`src/asp_pkg.sv`:
```
// Package for the converter serial output port: widths, formats, register map.
// Assumes a single 50 MHz system clock domain.
package asp_pkg;
  localparam int unsigned RESULT_W = 12;
  localparam int unsigned MSB_POS = 11;
  localparam logic [3:0] BIT_COUNT_LAST = 4'hc;
  // Register map (word indices on the plain port)
  localparam logic [3:0] ADDR_CTRL = 4'h0;
  localparam logic [3:0] ADDR_STATUS = 4'h1;
  localparam logic [3:0] ADDR_IRQ_STATUS = 4'h2;
  localparam logic [3:0] ADDR_IRQ_ENABLE = 4'h3;
  localparam logic [3:0] ADDR_IRQ_CLEAR = 4'h4;
  localparam logic [3:0] ADDR_RESULT = 4'h5;
  // Control fields
  localparam int unsigned CTRL_MSB_INV_POS = 0;
  localparam int unsigned CTRL_LSB_INV_POS = 1;
  localparam logic [1:0] CTRL_RESET = 2'h0;
  // Interrupt event bits
  localparam int unsigned IRQ_LOAD_POS = 0;
  localparam int unsigned IRQ_DONE_POS = 1;
  localparam int unsigned IRQ_UNDER_POS = 2;
  localparam logic [2:0] IRQ_RESET = 3'h0;
  localparam logic [11:0] RESULT_RESET = 12'h000;
  localparam logic [31:0] READ_ZERO = 32'h0000_0000;
  typedef enum logic [1:0] {
    ST_IDLE = 2'b00,
    ST_LOAD = 2'b01,
    ST_SHIFT = 2'b10,
    ST_EMPTY = 2'b11
  } asp_state_type;
endpackage

```
`src/asp_serial_port.sv`:
```
// Serial output port of a 12-bit sampling converter: format, load, shift.
// Assumes conversion results arrive on i_clk; shift clock and load are pins.
//
// Strobed register access and the placing of the registers are this design's own decisions.
`timescale 1ns/10ps
module asp_serial_port (
  input wire logic i_clk,
  input wire logic i_reset,
  input wire logic i_conv_clk,
  input wire logic i_track_hold,
  input wire logic [asp_pkg::RESULT_W-1:0] i_raw_result,
  input wire logic i_below_range,
  input wire logic i_above_range,
  input wire logic i_msb_invert,
  input wire logic i_lsb_invert,
  input wire logic i_shift_clock,
  input wire logic i_parallel_load_n,
  input wire logic [3:0] i_addr,
  input wire logic [31:0] i_wdata,
  input wire logic i_wr,
  input wire logic i_rd,
  output logic [31:0] o_rdata,
  output logic o_serial_out,
  output logic o_underflow_flag,
  output logic o_overflow_flag,
  output logic o_sample_window,
  output logic o_irq
);
  import asp_pkg::*;

  // Formats a raw code per the two invert controls
  function automatic logic [RESULT_W-1:0] fmt_code(input logic [RESULT_W-1:0] raw,
                                                   input logic msb_invert, input logic lsb_invert);
    fmt_code = {raw[MSB_POS] ^ msb_invert, raw[MSB_POS-1:0] ^ {MSB_POS{lsb_invert}}};
  endfunction

  // Edges of a synchronised level against its previous sample
  function automatic logic rise_of(input logic prev, input logic cur);
    rise_of = ~prev & cur;
  endfunction

  function automatic logic fall_of(input logic prev, input logic cur);
    fall_of = prev & ~cur;
  endfunction

  // Synchronisers for pin inputs
  logic [1:0] conv_sync_ff;
  logic [1:0] track_sync_ff;
  logic [1:0] sclk_sync_ff;
  logic [1:0] load_sync_ff;
  logic [1:0] msb_invert_sync_ff;
  logic [1:0] lsb_invert_sync_ff;
  logic conv_prev_ff;
  logic sclk_prev_ff;
  logic load_prev_ff;

  always_ff @(posedge i_clk or posedge i_reset) begin
    if (i_reset) begin
      conv_sync_ff <= 2'h0;
      track_sync_ff <= 2'h0;
      sclk_sync_ff <= 2'h0;
      load_sync_ff <= 2'h3;
      msb_invert_sync_ff <= 2'h0;
      lsb_invert_sync_ff <= 2'h0;
      conv_prev_ff <= 1'b0;
      sclk_prev_ff <= 1'b0;
      load_prev_ff <= 1'b1;
    end else begin
      conv_sync_ff <= {conv_sync_ff[0], i_conv_clk};
      track_sync_ff <= {track_sync_ff[0], i_track_hold};
      sclk_sync_ff <= {sclk_sync_ff[0], i_shift_clock};
      load_sync_ff <= {load_sync_ff[0], i_parallel_load_n};
      // Pins with pull-downs: an open input settles low
      msb_invert_sync_ff <= {msb_invert_sync_ff[0], i_msb_invert};
      lsb_invert_sync_ff <= {lsb_invert_sync_ff[0], i_lsb_invert};
      conv_prev_ff <= conv_sync_ff[1];
      sclk_prev_ff <= sclk_sync_ff[1];
      load_prev_ff <= load_sync_ff[1];
    end
  end

  logic conv_fall;
  logic sclk_rise;
  logic load_active;
  logic load_end;
  assign conv_fall = fall_of(conv_prev_ff, conv_sync_ff[1]);
  assign sclk_rise = rise_of(sclk_prev_ff, sclk_sync_ff[1]);
  assign load_active = ~load_sync_ff[1];
  assign load_end = rise_of(load_prev_ff, load_sync_ff[1]);

  // Output latch: capture at converter clock fall with current format
  logic [RESULT_W-1:0] result_ff, nxt_result;
  logic under_ff, nxt_under;
  logic over_ff, nxt_over;
  logic window_ff, nxt_window;

  always_comb begin
    nxt_result = result_ff;
    nxt_under = under_ff;
    nxt_over = over_ff;
    nxt_window = track_sync_ff[1];
    if (conv_fall) begin
      if (i_below_range) begin
        // Negative full scale is raw zero, formatted
        nxt_result = fmt_code(RESULT_RESET, msb_invert_sync_ff[1], lsb_invert_sync_ff[1]);
      end else begin
        nxt_result = fmt_code(i_raw_result, msb_invert_sync_ff[1], lsb_invert_sync_ff[1]);
      end
      nxt_under = i_below_range;
      nxt_over = i_above_range;
    end
  end

  always_ff @(posedge i_clk or posedge i_reset) begin
    if (i_reset) begin
      result_ff <= RESULT_RESET;
      under_ff <= 1'b0;
      over_ff <= 1'b0;
      window_ff <= 1'b0;
    end else begin
      result_ff <= nxt_result;
      under_ff <= nxt_under;
      over_ff <= nxt_over;
      window_ff <= nxt_window;
    end
  end

  // Shift register and state
  asp_state_type state_ff, nxt_state;
  logic [RESULT_W-1:0] shreg_ff, nxt_shreg;
  logic [3:0] count_ff, nxt_count;

  always_comb begin
    nxt_state = state_ff;
    nxt_shreg = shreg_ff;
    nxt_count = count_ff;
    if (load_active) begin
      nxt_state = ST_LOAD;
      nxt_shreg = result_ff;
      nxt_count = 4'h1;
    end else begin
      case (state_ff)
        ST_IDLE: begin
          nxt_state = ST_IDLE;
        end
        ST_LOAD: begin
          nxt_state = ST_SHIFT;
        end
        ST_SHIFT: begin
          if (sclk_rise) begin
            nxt_shreg = {shreg_ff[RESULT_W-2:0], 1'b0};
            nxt_count = count_ff + 4'h1;
            if (count_ff == BIT_COUNT_LAST - 4'h1) begin
              nxt_state = ST_EMPTY;
            end
          end
        end
        default: begin
          nxt_state = ST_EMPTY;
        end
      endcase
    end
  end

  always_ff @(posedge i_clk or posedge i_reset) begin
    if (i_reset) begin
      state_ff <= ST_IDLE;
      shreg_ff <= RESULT_RESET;
      count_ff <= 4'h0;
    end else begin
      state_ff <= nxt_state;
      shreg_ff <= nxt_shreg;
      count_ff <= nxt_count;
    end
  end

  // Serial output and flags registered
  logic sdo_ff, nxt_sdo;
  assign nxt_sdo = nxt_shreg[MSB_POS];
  always_ff @(posedge i_clk or posedge i_reset) begin
    if (i_reset) begin
      sdo_ff <= 1'b0;
    end else begin
      sdo_ff <= nxt_sdo;
    end
  end

  // Control (stored for software only) and interrupts
  logic [1:0] ctrl_ff, nxt_ctrl;
  logic [2:0] irq_st_ff, nxt_irq_st;
  logic [2:0] irq_en_ff, nxt_irq_en;
  logic [31:0] rdata_ff, nxt_rdata;
  logic irq_ff, nxt_irq;
  logic [2:0] events;
  logic done_evt;
  assign done_evt = (state_ff == ST_SHIFT) && (nxt_state == ST_EMPTY);
  assign events = {conv_fall & i_below_range, done_evt, load_end};

  always_comb begin
    nxt_ctrl = ctrl_ff;
    nxt_irq_en = irq_en_ff;
    nxt_irq_st = irq_st_ff;
    nxt_rdata = READ_ZERO;
    if (i_wr && i_addr == ADDR_IRQ_CLEAR) begin
      nxt_irq_st = irq_st_ff & ~i_wdata[2:0];
    end
    nxt_irq_st = nxt_irq_st | events;
    if (i_wr) begin
      if (i_addr == ADDR_CTRL) begin
        nxt_ctrl = i_wdata[1:0];
      end else if (i_addr == ADDR_IRQ_ENABLE) begin
        nxt_irq_en = i_wdata[2:0];
      end
    end
    if (i_rd) begin
      if (i_addr == ADDR_CTRL) begin
        nxt_rdata = {30'h0, ctrl_ff};
      end else if (i_addr == ADDR_STATUS) begin
        nxt_rdata = {24'h0, count_ff, state_ff, over_ff, under_ff};
      end else if (i_addr == ADDR_IRQ_STATUS) begin
        nxt_rdata = {29'h0, irq_st_ff};
      end else if (i_addr == ADDR_IRQ_ENABLE) begin
        nxt_rdata = {29'h0, irq_en_ff};
      end else if (i_addr == ADDR_RESULT) begin
        nxt_rdata = {20'h0, result_ff};
      end
    end
    nxt_irq = |(nxt_irq_st & nxt_irq_en);
  end

  always_ff @(posedge i_clk or posedge i_reset) begin
    if (i_reset) begin
      ctrl_ff <= CTRL_RESET;
      irq_st_ff <= IRQ_RESET;
      irq_en_ff <= IRQ_RESET;
      rdata_ff <= READ_ZERO;
      irq_ff <= 1'b0;
    end else begin
      ctrl_ff <= nxt_ctrl;
      irq_st_ff <= nxt_irq_st;
      irq_en_ff <= nxt_irq_en;
      rdata_ff <= nxt_rdata;
      irq_ff <= nxt_irq;
    end
  end

  assign o_rdata = rdata_ff;
  assign o_serial_out = sdo_ff;
  assign o_underflow_flag = under_ff;
  assign o_overflow_flag = over_ff;
  assign o_sample_window = window_ff;
  assign o_irq = irq_ff;

  chk_load_copies: assert property (@(posedge i_clk) disable iff (i_reset)
    load_active |=> shreg_ff == $past(result_ff)) else $error("load did not copy result");
  chk_load_blocks_shift: assert property (@(posedge i_clk) disable iff (i_reset)
    load_active && sclk_rise |=> count_ff == 4'h1) else $error("shift during load");
  chk_shift_advance: assert property (@(posedge i_clk) disable iff (i_reset)
    state_ff == ST_SHIFT && !load_active && sclk_rise
    |=> shreg_ff == {$past(shreg_ff[RESULT_W-2:0]), 1'b0}) else $error("no advance");
  chk_msb_first: assert property (@(posedge i_clk) disable iff (i_reset)
    load_active |=> o_serial_out == $past(result_ff[MSB_POS])) else $error("msb not first");
  chk_under_code: assert property (@(posedge i_clk) disable iff (i_reset)
    conv_fall && i_below_range |=> o_underflow_flag
    && result_ff == {$past(msb_invert_sync_ff[1]), {MSB_POS{$past(lsb_invert_sync_ff[1])}}})
    else $error("bad underflow");
  chk_under_low: assert property (@(posedge i_clk) disable iff (i_reset)
    conv_fall && !i_below_range |=> !o_underflow_flag) else $error("underflow in range");
  chk_format_map: assert property (@(posedge i_clk) disable iff (i_reset)
    conv_fall && !i_below_range |=> result_ff == ($past(i_raw_result)
    ^ {$past(msb_invert_sync_ff[1]), {MSB_POS{$past(lsb_invert_sync_ff[1])}}})) else $error("bad format");
  chk_window_follow: assert property (@(posedge i_clk) disable iff (i_reset)
    track_sync_ff[1] |=> o_sample_window) else $error("window not high");
  chk_twelve_bits: assert property (@(posedge i_clk) disable iff (i_reset)
    state_ff == ST_SHIFT |-> count_ff <= BIT_COUNT_LAST) else $error("count overrun");
  chk_irq_level: assert property (@(posedge i_clk) disable iff (i_reset)
    o_irq == |(irq_st_ff & irq_en_ff)) else $error("irq level mismatch");

  // Flags and window
  chk_window_low: assert property (@(posedge i_clk) disable iff (i_reset)
    !track_sync_ff[1] |=> !o_sample_window) else $error("window not low");
  chk_over_follow: assert property (@(posedge i_clk) disable iff (i_reset)
    conv_fall |=> o_overflow_flag == $past(i_above_range)) else $error("bad overflow");
  chk_under_follow: assert property (@(posedge i_clk) disable iff (i_reset)
    conv_fall |=> o_underflow_flag == $past(i_below_range)) else $error("bad underflow flag");
  chk_flags_hold: assert property (@(posedge i_clk) disable iff (i_reset)
    !conv_fall |=> $stable(o_underflow_flag) && $stable(o_overflow_flag))
    else $error("flags moved");

  // Shift register
  chk_load_count: assert property (@(posedge i_clk) disable iff (i_reset)
    load_active |=> count_ff == 4'h1 && state_ff == ST_LOAD) else $error("load state bad");
  chk_empty_stays: assert property (@(posedge i_clk) disable iff (i_reset)
    state_ff == ST_EMPTY && !load_active |=> state_ff == ST_EMPTY) else $error("left empty");
  chk_sdo_msb: assert property (@(posedge i_clk) disable iff (i_reset)
    state_ff == ST_SHIFT |-> o_serial_out == shreg_ff[MSB_POS]) else $error("sdo not msb");
  chk_no_shift_idle: assert property (@(posedge i_clk) disable iff (i_reset)
    state_ff != ST_SHIFT && !load_active |=> shreg_ff == $past(shreg_ff))
    else $error("shift outside frame");
  chk_count_step: assert property (@(posedge i_clk) disable iff (i_reset)
    state_ff == ST_SHIFT && !load_active && sclk_rise
    |=> count_ff == $past(count_ff) + 4'h1) else $error("count step bad");

  // Register port
  chk_rdata_idle: assert property (@(posedge i_clk) disable iff (i_reset)
    !i_rd |=> o_rdata == READ_ZERO) else $error("read data not idle");
  chk_rdata_result: assert property (@(posedge i_clk) disable iff (i_reset)
    i_rd && i_addr == ADDR_RESULT |=> o_rdata == {20'h0, $past(result_ff)})
    else $error("bad result read");
  chk_rdata_irq: assert property (@(posedge i_clk) disable iff (i_reset)
    i_rd && i_addr == ADDR_IRQ_STATUS |=> o_rdata == {29'h0, $past(irq_st_ff)})
    else $error("bad status read");
  chk_ctrl_write: assert property (@(posedge i_clk) disable iff (i_reset)
    i_wr && i_addr == ADDR_CTRL |=> ctrl_ff == $past(i_wdata[1:0])) else $error("ctrl write");
  chk_en_write: assert property (@(posedge i_clk) disable iff (i_reset)
    i_wr && i_addr == ADDR_IRQ_ENABLE |=> irq_en_ff == $past(i_wdata[2:0]))
    else $error("enable write");

  // Interrupt status
  chk_clear_bits: assert property (@(posedge i_clk) disable iff (i_reset)
    i_wr && i_addr == ADDR_IRQ_CLEAR && events == 3'h0
    |=> irq_st_ff == ($past(irq_st_ff) & ~$past(i_wdata[2:0]))) else $error("clear failed");
  chk_set_wins: assert property (@(posedge i_clk) disable iff (i_reset)
    |events |=> (irq_st_ff & $past(events)) == $past(events)) else $error("event lost");
  chk_load_event: assert property (@(posedge i_clk) disable iff (i_reset)
    load_end |=> irq_st_ff[IRQ_LOAD_POS]) else $error("load event missing");
  chk_done_event: assert property (@(posedge i_clk) disable iff (i_reset)
    done_evt |=> irq_st_ff[IRQ_DONE_POS]) else $error("done event missing");
  chk_under_event: assert property (@(posedge i_clk) disable iff (i_reset)
    conv_fall && i_below_range |=> irq_st_ff[IRQ_UNDER_POS]) else $error("under event missing");

  cov_load: cover property (@(posedge i_clk) disable iff (i_reset) load_end);
  cov_shift: cover property (@(posedge i_clk) disable iff (i_reset) state_ff == ST_SHIFT && sclk_rise);
  cov_irq: cover property (@(posedge i_clk) disable iff (i_reset) o_irq);
  cov_done: cover property (@(posedge i_clk) disable iff (i_reset) done_evt);
  cov_under: cover property (@(posedge i_clk) disable iff (i_reset) conv_fall && i_below_range);
endmodule

```
`config.mk`:
```
export PLATFORM = sky130hd
export DESIGN_NAME = asp_serial_port
export DESIGN_NICKNAME = d
export VERILOG_FILES = /design/src/asp_pkg.sv /design/src/asp_serial_port.sv
export SDC_FILE = /design/constraint.sdc
export NUM_CORES = 1
export LEC_CHECK = 0
export BUFFER_PORTS_ARGS = -buffer_cell sky130_fd_sc_hd__buf_2
export CAP_MARGIN = 30
export CORE_MARGIN = 2
export CORE_UTILIZATION = 45
export DETAILED_ROUTE_END_ITERATION = 16
export PLACE_DENSITY = 0.81
export SYNTH_ARGS = -nofsm -noshare
export SYNTH_HDL_FRONTEND = slang
export SYNTH_SLANG_ARGS = --single-unit
```
`constraint.sdc`:
```
create_clock -name i_clk -period 3.54 [get_ports i_clk]
set_input_delay 0.177 -clock i_clk [delete_from_list [all_inputs] [get_ports i_clk]]
set_output_delay 0.177 -clock i_clk [all_outputs]
set_load 0.02 [all_outputs]
```
==> run_results.csv, run 1 <==
group,metric,value,unit
sta,fin_crit_sh,49.4,%
route,vias,2001,
route,vias_per_cell,4.79,
grt,gr-usage-all-layers,15.7,%
sta,fin_worst_skew,0.00883,ns
worst_setup_path,critical_path.startpoint_type,"flop",
power_and_ir_drop,power.density_cell_area,499,nW/um^2
worst_setup_path,crit_path_end_kind,"flop",
worst_setup_path,timing_worst_setup_path_type,"flop to flop",
sta,grt_setup_unrepaired,"false",
grt,antenna_found_initial,0,
run_status,status,"finished clean",
sta,achievable-frequency,0.572,GHz
layout,nFillCells,583,
layout,layoutNonFillerInstCount,418,
clock_network,cts_hold_buf,7,
grt,grt_pass1_wl,8.89,mm
yosys,synth_edf_count,0,
worst_setup_path,crit_required,3.81,ns
yosys,synth.distinct_cells,34,
yosys,synth.avg_cell_area,11.0,sq um
floorplanning,initial_core_utilization,46.0,%
sta,timing.final.crit_period,1.75,ns
clock_network,tritoncts_num_sinks,69,
sta,timing_hold_violations_final,0,
worst_setup_path,crit_arrival,2.02,ns
layout,area_delta_synth_final,16.4,%
floorplanning,placement_rows,30,
grt,first_global_vias,1870,
sta,final-max-slew-violation-count,0,
yosys,postSynthRegisterBits,69,
yosys,postSynthCellCount,279,
worst_setup_path,rr_endpoint,"o_irq",
clock_network,cts_htree_levels,3,
clock_network,clkSlewWorstSetupHoldPaths,0.07,ns
clock_network,cts-buffers-inserted,9,
clock_network,postCtsSetupBuffers,0,
floorplanning,floorplan.die.height,86.6,um
hold_path,hold-path-cell-count,3,
place,dp.final_hpwl,4.04,mm
place,port-buffer-count,47,
yosys,postSynth.asyncResetShare,100,%
route,ant_nets,0,
worst_setup_path,crit_family,"flip-flops",
power_and_ir_drop,vdd_drop_max,0.346,mV
worst_setup_path,setup.reg_to_reg.worst_slack,1.79,ns
yosys,yosysWarningCount,0,
route,drt_pre_antenna_iters,5,
layout,proportion_of_layout_cells_with_a_drive_suffix_above_1,22.8,%
route,drt_first_iter_violations,147,
worst_setup_path,cp_num_buf_inv,0,
floorplanning,boundaryPins,97,
place,place.detailed.instances,395,
floorplanning,floorplan.die.width,86.6,um
yosys,synthesis.area,3070,sq um
worst_setup_path,worst_r2r_path_depth,4,
place,finalWeightedCongestion,0.839,
sta,final-setup-viol-count,0,
clock_network,cts_tree,"yes",
worst_setup_path,slowest_delay,0.88,ns
grt,gr-total-overflow,0,
job,maxCapViolations,0,
worst_setup_path,cpMaxStageDelayCell,"sky130_fd_sc_hd__dfstp_2",
sta,tns,0,ns
sta,worst_pin_slew,0.774,ns
floorplanning,design.core.area,6680,sq um
clock_network,clockBufferDepth,2,
clock_network,clk-insertion-delay-late,0.34,ns
clock_network,cts-resized-gates,0,
yosys,dominantRegCellSynth,"sky130_fd_sc_hd__dfrtp_1",
layout,finish.utilization,53.5,%
worst_setup_path,worst_r2r_startpoint,"load_sync_ff[1]",
power_and_ir_drop,power_leakage,1.67,nW
hold_path,hp-class,"primary input to flop",
route,drc_violations,0,
sta,maxSlewHeadroom,48.4,%
route,postRouteWirelength,5.55,mm
floorplanning,design.die.area,7500,sq um
yosys,seq_area_frac_synth,56.4,%
clock_network,cts-root-buf,"sky130_fd_sc_hd__clkbuf_8",
hold_path,hp-start,"i_above_range",
hold_path,worst_hold_path.endpoint,"o_overflow_flag",
worst_setup_path,worst_path_cell_chain,"and3b_1 -> nand4_1 -> a22oi_1 -> a221o_1",
worst_setup_path,cp_max_fo,33,
layout,num_antenna_cells,0,
grt,pin_count_of_the_biggest_net_entering_global_routing,34,
layout,nets_final,394,
power_and_ir_drop,finalPower,1.78,mW
route,routed_wire_length_per_instance,13.3,um
sequential cells by signal (all words and copies together), names as in the netlist, 2 cells and up:
name                cells
conv_sync_ff            2
sclk_sync_ff            2
lsb_invert_sync_ff      2
irq_st_ff               3
track_sync_ff           2
count_ff                4
state_ff                2
msb_invert_sync_ff      2
result_ff              12
ctrl_ff                 2
irq_en_ff               3
o_rdata                12
load_sync_ff            2
shreg_ff               12
cells in the mapped netlist, drive strengths merged, types with 2 or more instances:
master / count / area, sq um
o21ai: 14 / 70.1
nand4: 4 / 25.0
a21oi: 13 / 65.1
xnor2: 15 / 131
dfstp: 3 / 78.8
nor2b: 20 / 125
buf: 27 / 196
inv: 4 / 15.0
nand2: 26 / 97.6
and3b: 2 / 17.5
nor4bb: 2 / 20.0
dfrtp: 66 / 1650
mux2: 4 / 52.6
clkbuf: 7 / 26.3
nand3: 7 / 35.0
and2: 8 / 52.6
a22oi: 9 / 67.6
a22o: 5 / 43.8
nor2: 19 / 71.3
mux2i: 12 / 120
o211ai: 3 / 22.5
metal layers:
| layer | global-route usage (%) | vias up | share of wire (%) |
|---|---|---|---|
| li1 | - | 1009 | - |
| met1 | 19.4 | 942 | 43 |
| met2 | 25.9 | 38 | 51 |
| met3 | 2.76 | 12 | 2.9 |
| met4 | 9.23 | 0 | 2.9 |
| met5 | 0 | - | 0 |
kinds of logic after synthesis:
| group | share of synthesized area (%) |
|---|---|
| AND/OR/NAND/NOR | 15.3 |
| flip-flops | 56.4 |
| AO/OA/AOI/OAI | 10.2 |
| buffers and inverters | 7.74 |
| multiplexers | 5.62 |
| XOR/XNOR | 4.28 |
| adder cells (fa/ha/maj) | 0.407 |
| other | 0.122 |
worst reg2reg max path, cell delays in order (launching register included):
cell and delay, ns:
sky130_fd_sc_hd__dfstp_2 0.88, sky130_fd_sc_hd__and3b_1 0.25, sky130_fd_sc_hd__nand4_1 0.17, sky130_fd_sc_hd__a22oi_1 0.25, sky130_fd_sc_hd__a221o_1 0.14
through the flow:
| step | cell area (sq um) | setup slack [ns] | hold slack [ns] |
|---|---|---|---|
| global route | 3570 | 1.68 | 0.0782 |
| detailed placement | 3310 | 1.82 | 0.198 |
| CTS | 3570 | 1.79 | 0.0400 |
| finish | 3570 | 1.79 | 0.0507 |
| floorplan | 3140 | 1.63 | 0.181 |
| global placement | 3290 | 1.83 | 0.282 |
where the power goes:
part	total [mW]	internal (mW)	switching, mW	leakage (nW)
logic	0.232	0.104	0.128	0.732
clock network	0.621	0.343	0.278	0.0964
registers	0.931	0.871	0.0605	0.837
worst max-delay path by stage:
stage               startpoint      endpoint  slack, ns  depth (start not counted)
2_1_floorplan          i_reset  conv_prev_ff       1.63                          1
3_3_place_gp   load_sync_ff[1]         o_irq       1.83                          4
3_5_place_dp   load_sync_ff[1]         o_irq       1.82                          4
4_1_cts        load_sync_ff[1]         o_irq       1.79                          4
5_1_grt        load_sync_ff[1]         o_irq       1.68                          4
6_report       load_sync_ff[1]         o_irq       1.79                          4
area by class of cell:
type / instances / area (sq um) / share of cell area (%)
clock buffer: 12 / 145 / 4.06
clock inverter: 4 / 47.5 / 1.33
inverter: 4 / 15.0 / 0.420
multi-input combinational: 191 / 1190 / 33.3
sequential: 69 / 1730 / 48.4
tap: 80 / 100 / 2.80
timing repair buffer: 58 / 348 / 9.73
cell usage in the layout, fill, tap and decap left out, types with 2 or more instances in the layout:
| cell | synthesis | routed |
|---|---|---|
| sky130_fd_sc_hd__dfrtp_1 | 66 | 66 |
| sky130_fd_sc_hd__buf_2 | 4 | 47 |
| sky130_fd_sc_hd__nand2_1 | 26 | 26 |
| sky130_fd_sc_hd__nor2b_1 | 20 | 20 |
| sky130_fd_sc_hd__conb_1 | 1 | 20 |
| sky130_fd_sc_hd__nor2_1 | 19 | 19 |
| sky130_fd_sc_hd__xnor2_1 | 15 | 15 |
| sky130_fd_sc_hd__o21ai_0 | 14 | 14 |
| sky130_fd_sc_hd__a21oi_1 | 13 | 13 |
| sky130_fd_sc_hd__mux2i_1 | 12 | 12 |
| sky130_fd_sc_hd__clkbuf_8 | 0 | 10 |
| sky130_fd_sc_hd__a22oi_1 | 9 | 9 |
| sky130_fd_sc_hd__and2_1 | 7 | 7 |
| sky130_fd_sc_hd__nand3_1 | 7 | 7 |
| sky130_fd_sc_hd__dlygate4sd3_1 | 0 | 7 |
| sky130_fd_sc_hd__a22o_1 | 5 | 5 |
| sky130_fd_sc_hd__nand4_1 | 4 | 4 |
| sky130_fd_sc_hd__o211ai_1 | 3 | 3 |
| sky130_fd_sc_hd__inv_1 | 4 | 3 |
| sky130_fd_sc_hd__dfstp_2 | 3 | 3 |
| sky130_fd_sc_hd__buf_4 | 22 | 3 |
| sky130_fd_sc_hd__and3b_1 | 2 | 2 |
| sky130_fd_sc_hd__mux2_4 | 2 | 2 |
| sky130_fd_sc_hd__mux2_2 | 2 | 2 |
| sky130_fd_sc_hd__clkbuf_1 | 7 | 2 |
| sky130_fd_sc_hd__clkinv_2 | 0 | 2 |
No activity file was read; power rests on OpenSTA's default activity.
==> run 2, diff against run 1 <==
--- a/config.mk
+++ b/config.mk
@@ -5,12 +5,13 @@
 export SDC_FILE = /design/constraint.sdc
 export NUM_CORES = 1
 export LEC_CHECK = 0
+export ABC_AREA = 1
 export BUFFER_PORTS_ARGS = -buffer_cell sky130_fd_sc_hd__buf_2
 export CAP_MARGIN = 30
 export CORE_MARGIN = 2
 export CORE_UTILIZATION = 45
 export DETAILED_ROUTE_END_ITERATION = 16
-export PLACE_DENSITY = 0.81
+export PLACE_DENSITY = 0.84
 export SYNTH_ARGS = -nofsm -noshare
 export SYNTH_HDL_FRONTEND = slang
 export SYNTH_SLANG_ARGS = --single-unit
==> constraint.sdc (replaced) <==
create_clock -name i_clk -period 1.6 [get_ports i_clk]
set_input_delay 0.08 -clock i_clk [delete_from_list [all_inputs] [get_ports i_clk]]
set_output_delay 0.08 -clock i_clk [all_outputs]
set_load 0.02 [all_outputs]
==> run 2 against run 1 <==
Compared with the run above: synthesized cell count is 18% higher; final cell count is 14% higher; maximum frequency is 35% higher; global-route usage is 2.7 points higher; area after synthesis is 0.16% higher; critical endpoint unchanged.
==> run_results.csv, run 2 <==
group,metric,value,unit
power_and_ir_drop,vdd_drop_max,0.679,mV
yosys,yosysWarningCount,0,
yosys,synth_top_cell_by_area,"sky130_fd_sc_hd__dfrtp_1",
yosys,synthMostInstantiatedCell,"sky130_fd_sc_hd__nand2_1",
yosys,synth.avg_cell_area,9.38,sq um
grt,first_global_vias,2251,
hold_path,hp-class,"primary input to flop",
worst_setup_path,cp_common_cell,"sky130_fd_sc_hd__nand2_1",
layout,postLayoutCellArea,3640,sq um
clock_network,cts-buffers-inserted,9,
sta,timing_hold_violations_final,0,
place,finalWeightedCongestion,0.863,
worst_setup_path,timing_worst_setup_path_type,"flop to flop",
worst_setup_path,crit_arrival,1.58,ns
floorplanning,initial_core_utilization,45.8,%
route,routed_wire_length_per_instance,13.0,um
grt,gr-total-overflow,0,
grt,gr-usage-all-layers,18.4,%
yosys,seq_area_frac_synth,56.3,%
layout,nets_final,453,
worst_setup_path,slowest_delay,0.42,ns
sta,final-setup-viol-count,0,
floorplanning,design.core.area,6720,sq um
power_and_ir_drop,power_leakage,1.80,nW
power_and_ir_drop,internal_power,2.85,mW
floorplanning,floorplan.die.width,86.7,um
worst_setup_path,cp_max_fo,6,
power_and_ir_drop,switching_share,28.5,%
sta,final-max-slew-violation-count,0,
route,vias,2380,
floorplanning,floorplan.die.height,86.7,um
yosys,synth_adder_area_share,0.407,%
route,drt_pre_antenna_iters,4,
layout,layout.cells.most_common_list,"sky130_fd_sc_hd__nand2_1 (86), sky130_fd_sc_hd__dfrtp_1 (66), sky130_fd_sc_hd__buf_2 (47), sky130_fd_sc_hd__o21ai_1 (20), sky130_fd_sc_hd__conb_1 (20)",
route,postRouteWirelength,6.22,mm
yosys,synthesis.area,3080,sq um
clock_network,cts-root-buf,"sky130_fd_sc_hd__clkbuf_8",
sta,achievable-frequency,0.770,GHz
sta,timing.final.crit_period,1.30,ns
route,vias_per_cell,4.99,
route,ant_nets,0,
clock_network,cts_htree_levels,3,
yosys,postSynth.asyncResetShare,100,%
yosys,post_synth_and_or_nand_nor_area_fraction,21.1,%
place,dp.final_hpwl,4.41,mm
clock_network,cts-resized-gates,0,
floorplanning,design.die.area,7510,sq um
power_and_ir_drop,power.share.clock,34.9,%
layout,most_common_cell_after_layout_fill_and_taps_aside,"sky130_fd_sc_hd__nand2_1",
grt,grt_pass1_wl,10.4,mm
layout,num_antenna_cells,0,
worst_setup_path,cpMaxStageDelayCell,"sky130_fd_sc_hd__dfrtp_1",
yosys,post_synth_mux_area_share,0,%
power_and_ir_drop,combinationalPowerShare,14.1,%
yosys,synth.distinct_cells,31,
worst_setup_path,worst_r2r_path_depth,7,
power_and_ir_drop,sequentialPowerShare,51.0,%
yosys,postSynthCellCount,328,
power_and_ir_drop,p_switching,1.14,mW
worst_setup_path,critical_path.startpoint_type,"flop",
layout,proportion_of_layout_cells_with_a_drive_suffix_above_1,22.2,%
worst_setup_path,crit_path_end_kind,"flop",
place,port-buffer-count,47,
clock_network,clkSlewWorstSetupHoldPaths,0.07,ns
sta,fin_worst_skew,0.00673,ns
yosys,dominantRegCellSynth,"sky130_fd_sc_hd__dfrtp_1",
grt,pin_count_of_the_biggest_net_entering_global_routing,28,
floorplanning,boundaryPins,97,
worst_setup_path,crit_required,1.88,ns
layout,finish.utilization,54.2,%
yosys,synth_edf_count,0,
grt,antenna_found_initial,0,
yosys,synth_top_family_by_area,"simple AND/OR/NAND/NOR gates",
route,drc_violations,0,
run_status,status,"finished clean",
place,postPlaceCellArea,3340,sq um
floorplanning,placement_rows,30,
yosys,synth_xor_xnor_area_share,3.42,%
job,maxCapViolations,0,
yosys,fraction_of_the_mapped_netlist_area_in_compound_gates,8.95,%
route,drt_first_iter_violations,211,
power_and_ir_drop,power.density_cell_area,1090,nW/um^2
layout,nFillCells,586,
clock_network,clockBufferDepth,2,
layout,area_delta_synth_final,18.4,%
sta,grt_setup_unrepaired,"false",
worst_setup_path,worst_path_cell_chain,"inv_2 -> nand2_1 -> nor2_2 -> nand4_1 -> nand2_1 -> nand2_1 -> nand3_1",
yosys,postSynthRegisterBits,69,
yosys,synth.top_cells.by_count,"sky130_fd_sc_hd__nand2_1 (86), sky130_fd_sc_hd__dfrtp_1 (66), sky130_fd_sc_hd__buf_4 (22)",
yosys,synth.top_cells.by_area,"sky130_fd_sc_hd__dfrtp_1 (54%), sky130_fd_sc_hd__nand2_1 (10%), sky130_fd_sc_hd__buf_4 (5.4%)",
sta,fin_crit_sh,81.2,%
clock_network,clk-insertion-delay-late,0.35,ns
yosys,synth.top_cell.area_share,53.7,%
sta,tns,0,ns
hold_path,hold-path-cell-count,3,
clock_network,tritoncts_num_sinks,69,
clock_network,cts_tree,"yes",
[run 2: final timing paths]
kind / endpoint / startpoint / slack (ns)
min in group asynchronous: msb_invert_sync_ff[0] / i_reset / 0.28
worst min register to register: sclk_sync_ff[1] / sclk_sync_ff[0] / 0.35
max in group asynchronous: load_sync_ff[0] / i_reset / 0.78
worst max-delay path: o_irq / state_ff[0] / 0.30
worst min-delay path: ctrl_ff[1] / i_wdata[1] / 0.02
worst max register to register: o_irq / state_ff[0] / 0.30
[run 2: worst max-delay path: cells and delay by family (launching register included)]
family	cells	cell delay [ns]
buffers and inverters	1	0.08
DFF	1	0.42
and+or+nand+nor	6	0.74
[run 2: cell type report]
cell class                 instances  area [sq um]  share of cell area (%)
tap                               80           100                    2.75
sequential                        69          1730                    47.5
multi-input combinational        222          1120                    30.6
inverter                          26           101                    2.78
clock inverter                     6          63.8                    1.75
timing repair buffer              64           403                    11.1
clock buffer                      10           128                    3.50
[run 2: through the flow]
stage	power, mW	instances	setup WS [ns]	hold WS, ns
2_1_floorplan	2.46	347	0.410	0.0845
3_3_place_gp	2.58	450	0.372	0.107
3_5_place_dp	2.61	450	0.351	0.117
4_1_cts	4.01	477	0.334	0.00442
5_1_grt	4.18	477	0.208	0.0110
6_report	3.99	477	0.301	0.0158
[run 2: power groups by stage]
stage | logic, mW | registers, mW | clock network [mW]
after floorplan | 0.397 | 2.07 | 0
after global routing | 0.636 | 2.06 | 1.49
after CTS | 0.566 | 2.03 | 1.41
after detailed placement | 0.543 | 2.07 | 0
after global placement | 0.521 | 2.06 | 0
final | 0.562 | 2.04 | 1.39
[run 2: per-layer routing]
| layer | share of wire, % | GRT usage [%] | vias up |
|---|---|---|---|
| li1 | - | - | 1148 |
| met4 | 2.9 | 9.52 | 0 |
| met5 | 0 | 0 | - |
| met3 | 6.2 | 5.43 | 16 |
| met2 | 48 | 27.7 | 83 |
| met1 | 43 | 24.1 | 1133 |
[run 2: timing repair]
| item | 4_1_cts | 5_1_grt |
|---|---|---|
| endpoints found under the hold margin | 25 | 0 |
| hold buffers | 11 | 0 |
| setup buffers | 0 | 0 |
[run 2: logic make-up (layout without fill, tap and decap cells)]
| kind of cell | count (synthesis) | in the layout |
|---|---|---|
| buffers and inverters | 56 | 106 |
| DFF | 69 | 69 |
| xor gates and xnor gates | 12 | 12 |
| AOI/OAI and AO/OA | 51 | 51 |
| other | 1 | 20 |
| adders and majority gates | 1 | 1 |
| and+or+nand+nor | 138 | 138 |
==> run 3, diff against run 2 <==
--- a/config.mk
+++ b/config.mk
@@ -11,7 +11,7 @@
 export CORE_MARGIN = 2
 export CORE_UTILIZATION = 45
 export DETAILED_ROUTE_END_ITERATION = 16
-export PLACE_DENSITY = 0.84
+export PLACE_DENSITY = 0.81
 export SYNTH_ARGS = -nofsm -noshare
 export SYNTH_HDL_FRONTEND = slang
 export SYNTH_SLANG_ARGS = --single-unit
==> constraint.sdc (replaced) <==
create_clock -name i_clk -period 1.2 [get_ports i_clk]
set_input_delay 0.06 -clock i_clk [delete_from_list [all_inputs] [get_ports i_clk]]
set_output_delay 0.06 -clock i_clk [all_outputs]
set_load 0.02 [all_outputs]
==> run 3 against run 2 <==
Compared with the run above: critical path depth is 3 lower; final cell count is 1.9% higher; the flow now finishes with violations (negative setup slack); register-to-register slack worse by 0.33 ns; routed wire length is 13% higher; sequential power is 34% higher; die area stayed put; worst setup slack worse by 0.33 ns; critical path type unchanged; clock-buffer cell count is 1 higher; final area is 7.7% higher; clock skew is 0.0076 ns higher; combinational power is 59% higher.
==> run_results.csv, run 3 (synthesized netlist as in run 2, its figures left out) <==
group,metric,value,unit
run_status,status,"finished, violations left",
run_status,failed_checks,"negative setup slack",
worst_setup_path,cpMaxStageDelayCell,"sky130_fd_sc_hd__dfstp_2",
sta,maxSlewHeadroom,62.7,%
clock_network,tritoncts_num_sinks,69,
sta,fin_worst_skew,0.0143,ns
clock_network,clkSlewWorstSetupHoldPaths,0.08,ns
job,maxCapViolations,0,
route,ant_nets,0,
sta,grt_setup_unrepaired,"true",
layout,nFillCells,537,
floorplanning,design.die.area,7510,sq um
floorplanning,design.core.area,6720,sq um
floorplanning,placement_rows,30,
worst_setup_path,crit_required,1.46,ns
power_and_ir_drop,vdd_drop_max,0.868,mV
hold_path,hp-start,"i_raw_result[6]",
sta,setup_ws,-0.0295,ns
layout,area_delta_synth_final,27.5,%
power_and_ir_drop,power.density_cell_area,1410,nW/um^2
grt,antenna_found_initial,0,
clock_network,cts_tree,"yes",
layout,proportion_of_layout_cells_with_a_drive_suffix_above_1,27.8,%
place,finalWeightedCongestion,0.843,
hold_path,hold-path-cell-count,4,
clock_network,cts-buffers-inserted,9,
layout,multi_input_area,1250,sq um
layout,seqCellArea,1730,sq um
layout,layout.cells.most_common_list,"sky130_fd_sc_hd__nand2_1 (83), sky130_fd_sc_hd__dfrtp_1 (65), sky130_fd_sc_hd__buf_2 (47), sky130_fd_sc_hd__o21ai_1 (20), sky130_fd_sc_hd__conb_1 (20)",
route,drc_violations,0,
grt,grt_pass1_wl,10.6,mm
sta,final-max-slew-violation-count,0,
power_and_ir_drop,power_leakage,1.88,nW
floorplanning,floorplan.die.width,86.7,um
worst_setup_path,crit_path_end_kind,"flop",
worst_setup_path,cp_max_fo,7,
route,postRouteWirelength,7.02,mm
place,place_worst_setup_slack,0.0380,ns
worst_setup_path,crit_arrival,1.49,ns
clock_network,clk-insertion-delay-late,0.35,ns
sta,timing.final.crit_period,1.23,ns
floorplanning,floorplan.die.height,86.7,um
worst_setup_path,crit_family,"flip-flops",
place,port-buffer-count,47,
route,drt_first_iter_violations,215,
sta,final-setup-viol-count,3,
clock_network,cts_htree_levels,3,
grt,first_global_vias,2377,
worst_setup_path,worst_path_cell_chain,"nand2_4 -> buf_12 -> buf_6 -> a31oi_1",
worst_setup_path,crit_path_start,"load_sync_ff[1]",
place,dp.final_hpwl,4.36,mm
floorplanning,boundaryPins,97,
sta,timing_hold_violations_final,0,
worst_setup_path,cp_num_buf_inv,2,
route,vias_per_cell,5.15,
layout,layoutNonFillerInstCount,486,
route,vias,2501,
grt,pin_count_of_the_biggest_net_entering_global_routing,70,
worst_setup_path,slowest_delay,0.63,ns
worst_setup_path,worstSetupPathDepth,4,
worst_setup_path,critical_path.startpoint_type,"flop",
grt,gr-usage-all-layers,18.5,%
clock_network,clockBufferDepth,2,
sta,fin_crit_sh,102,%
worst_setup_path,worst_r2r_path_depth,4,
layout,num_antenna_cells,0,
sta,achievable-frequency,0.813,GHz
floorplanning,initial_core_utilization,45.8,%
worst_setup_path,worst_r2r_startpoint,"load_sync_ff[1]",
worst_setup_path,timing_worst_setup_path_type,"flop to flop",
clock_network,cts-root-buf,"sky130_fd_sc_hd__clkbuf_8",
route,drt_pre_antenna_iters,4,
hold_path,hp-class,"primary input to flop",
route,routed_wire_length_per_instance,14.4,um
layout,most_common_cell_after_layout_fill_and_taps_aside,"sky130_fd_sc_hd__nand2_1",
grt,gr-total-overflow,0,
layout,nets_final,462,
place,place.detailed.instances,452,
sta,worst_pin_slew,0.560,ns
## run 3: changes by cell type in the layout (fill, tap and decap cells not counted), sizes merged
cell,before,now
clkinvlp,3,2
dlygate4sd3,11,13
buf,53,59
clkbuf,10,12
## run 3: power by group
group,leakage (nW),total (mW),internal (mW),switching [mW]
Clock,0.0995,1.90,1.02,0.880
Combinational,0.940,0.894,0.351,0.543
Sequential,0.840,2.74,2.57,0.170
## run 3: worst paths after layout
check                      slack [ns]              end
min reg2reg                      0.35  o_sample_window
max                             -0.03      shreg_ff[2]
min                              0.05     result_ff[6]
min in group asynchronous        0.35     conv_prev_ff
max reg2reg                     -0.03      shreg_ff[2]
max in group asynchronous        0.53      state_ff[1]
## run 3: final cells by class
cell class / instances / share of cell area, %
clock buffer: 11 / 3.61
tap: 80 / 2.55
sequential: 69 / 44.2
timing repair buffer: 73 / 13.5
multi-input combinational: 222 / 32.0
inverter: 26 / 2.65
clock inverter: 5 / 1.53
## run 3: layer usage
layer | vias up | share of wire [%] | wire length, um | GRT usage (%)
met1 | 1223 | 40 | 2780 | 23.1
met3 | 15 | 6.0 | 418 | 4.67
met5 | - | 0 | 0 | 0
li1 | 1166 | - | - | -
met4 | 0 | 2.4 | 167 | 8.81
met2 | 97 | 52 | 3650 | 30.1
## run 3: through the flow
stage / instance area [sq um] / setup TNS [ns] / hold slack [ns] / utilization, % / power (mW)
after detailed placement: 3370 / 0 / 0.169 / 50.1 / 3.49
after global routing: 3920 / -0.594 / 0.0799 / 58.4 / 5.79
final: 3920 / -0.0597 / 0.0547 / 58.4 / 5.53
after CTS: 3700 / 0 / 0.0528 / 55.1 / 5.43
after global placement: 3370 / 0 / 0.165 / 50.1 / 3.45
after floorplan: 3150 / 0 / 0.0645 / - / 3.29
## run 3: worst min-delay path, cell delays in order
cell and delay [ns]:
sky130_fd_sc_hd__buf_2 0.07, sky130_fd_sc_hd__nand2_1 0.05, sky130_fd_sc_hd__xor2_1 0.12, sky130_fd_sc_hd__o21ai_1 0.06
## run 3: timing repair
action,in CTS,in global routing
endpoints found under the setup margin,0,13
hold endpoints to repair,79,0
hold buffers,13,0
resized for setup,0,28
buffers inserted,0,3
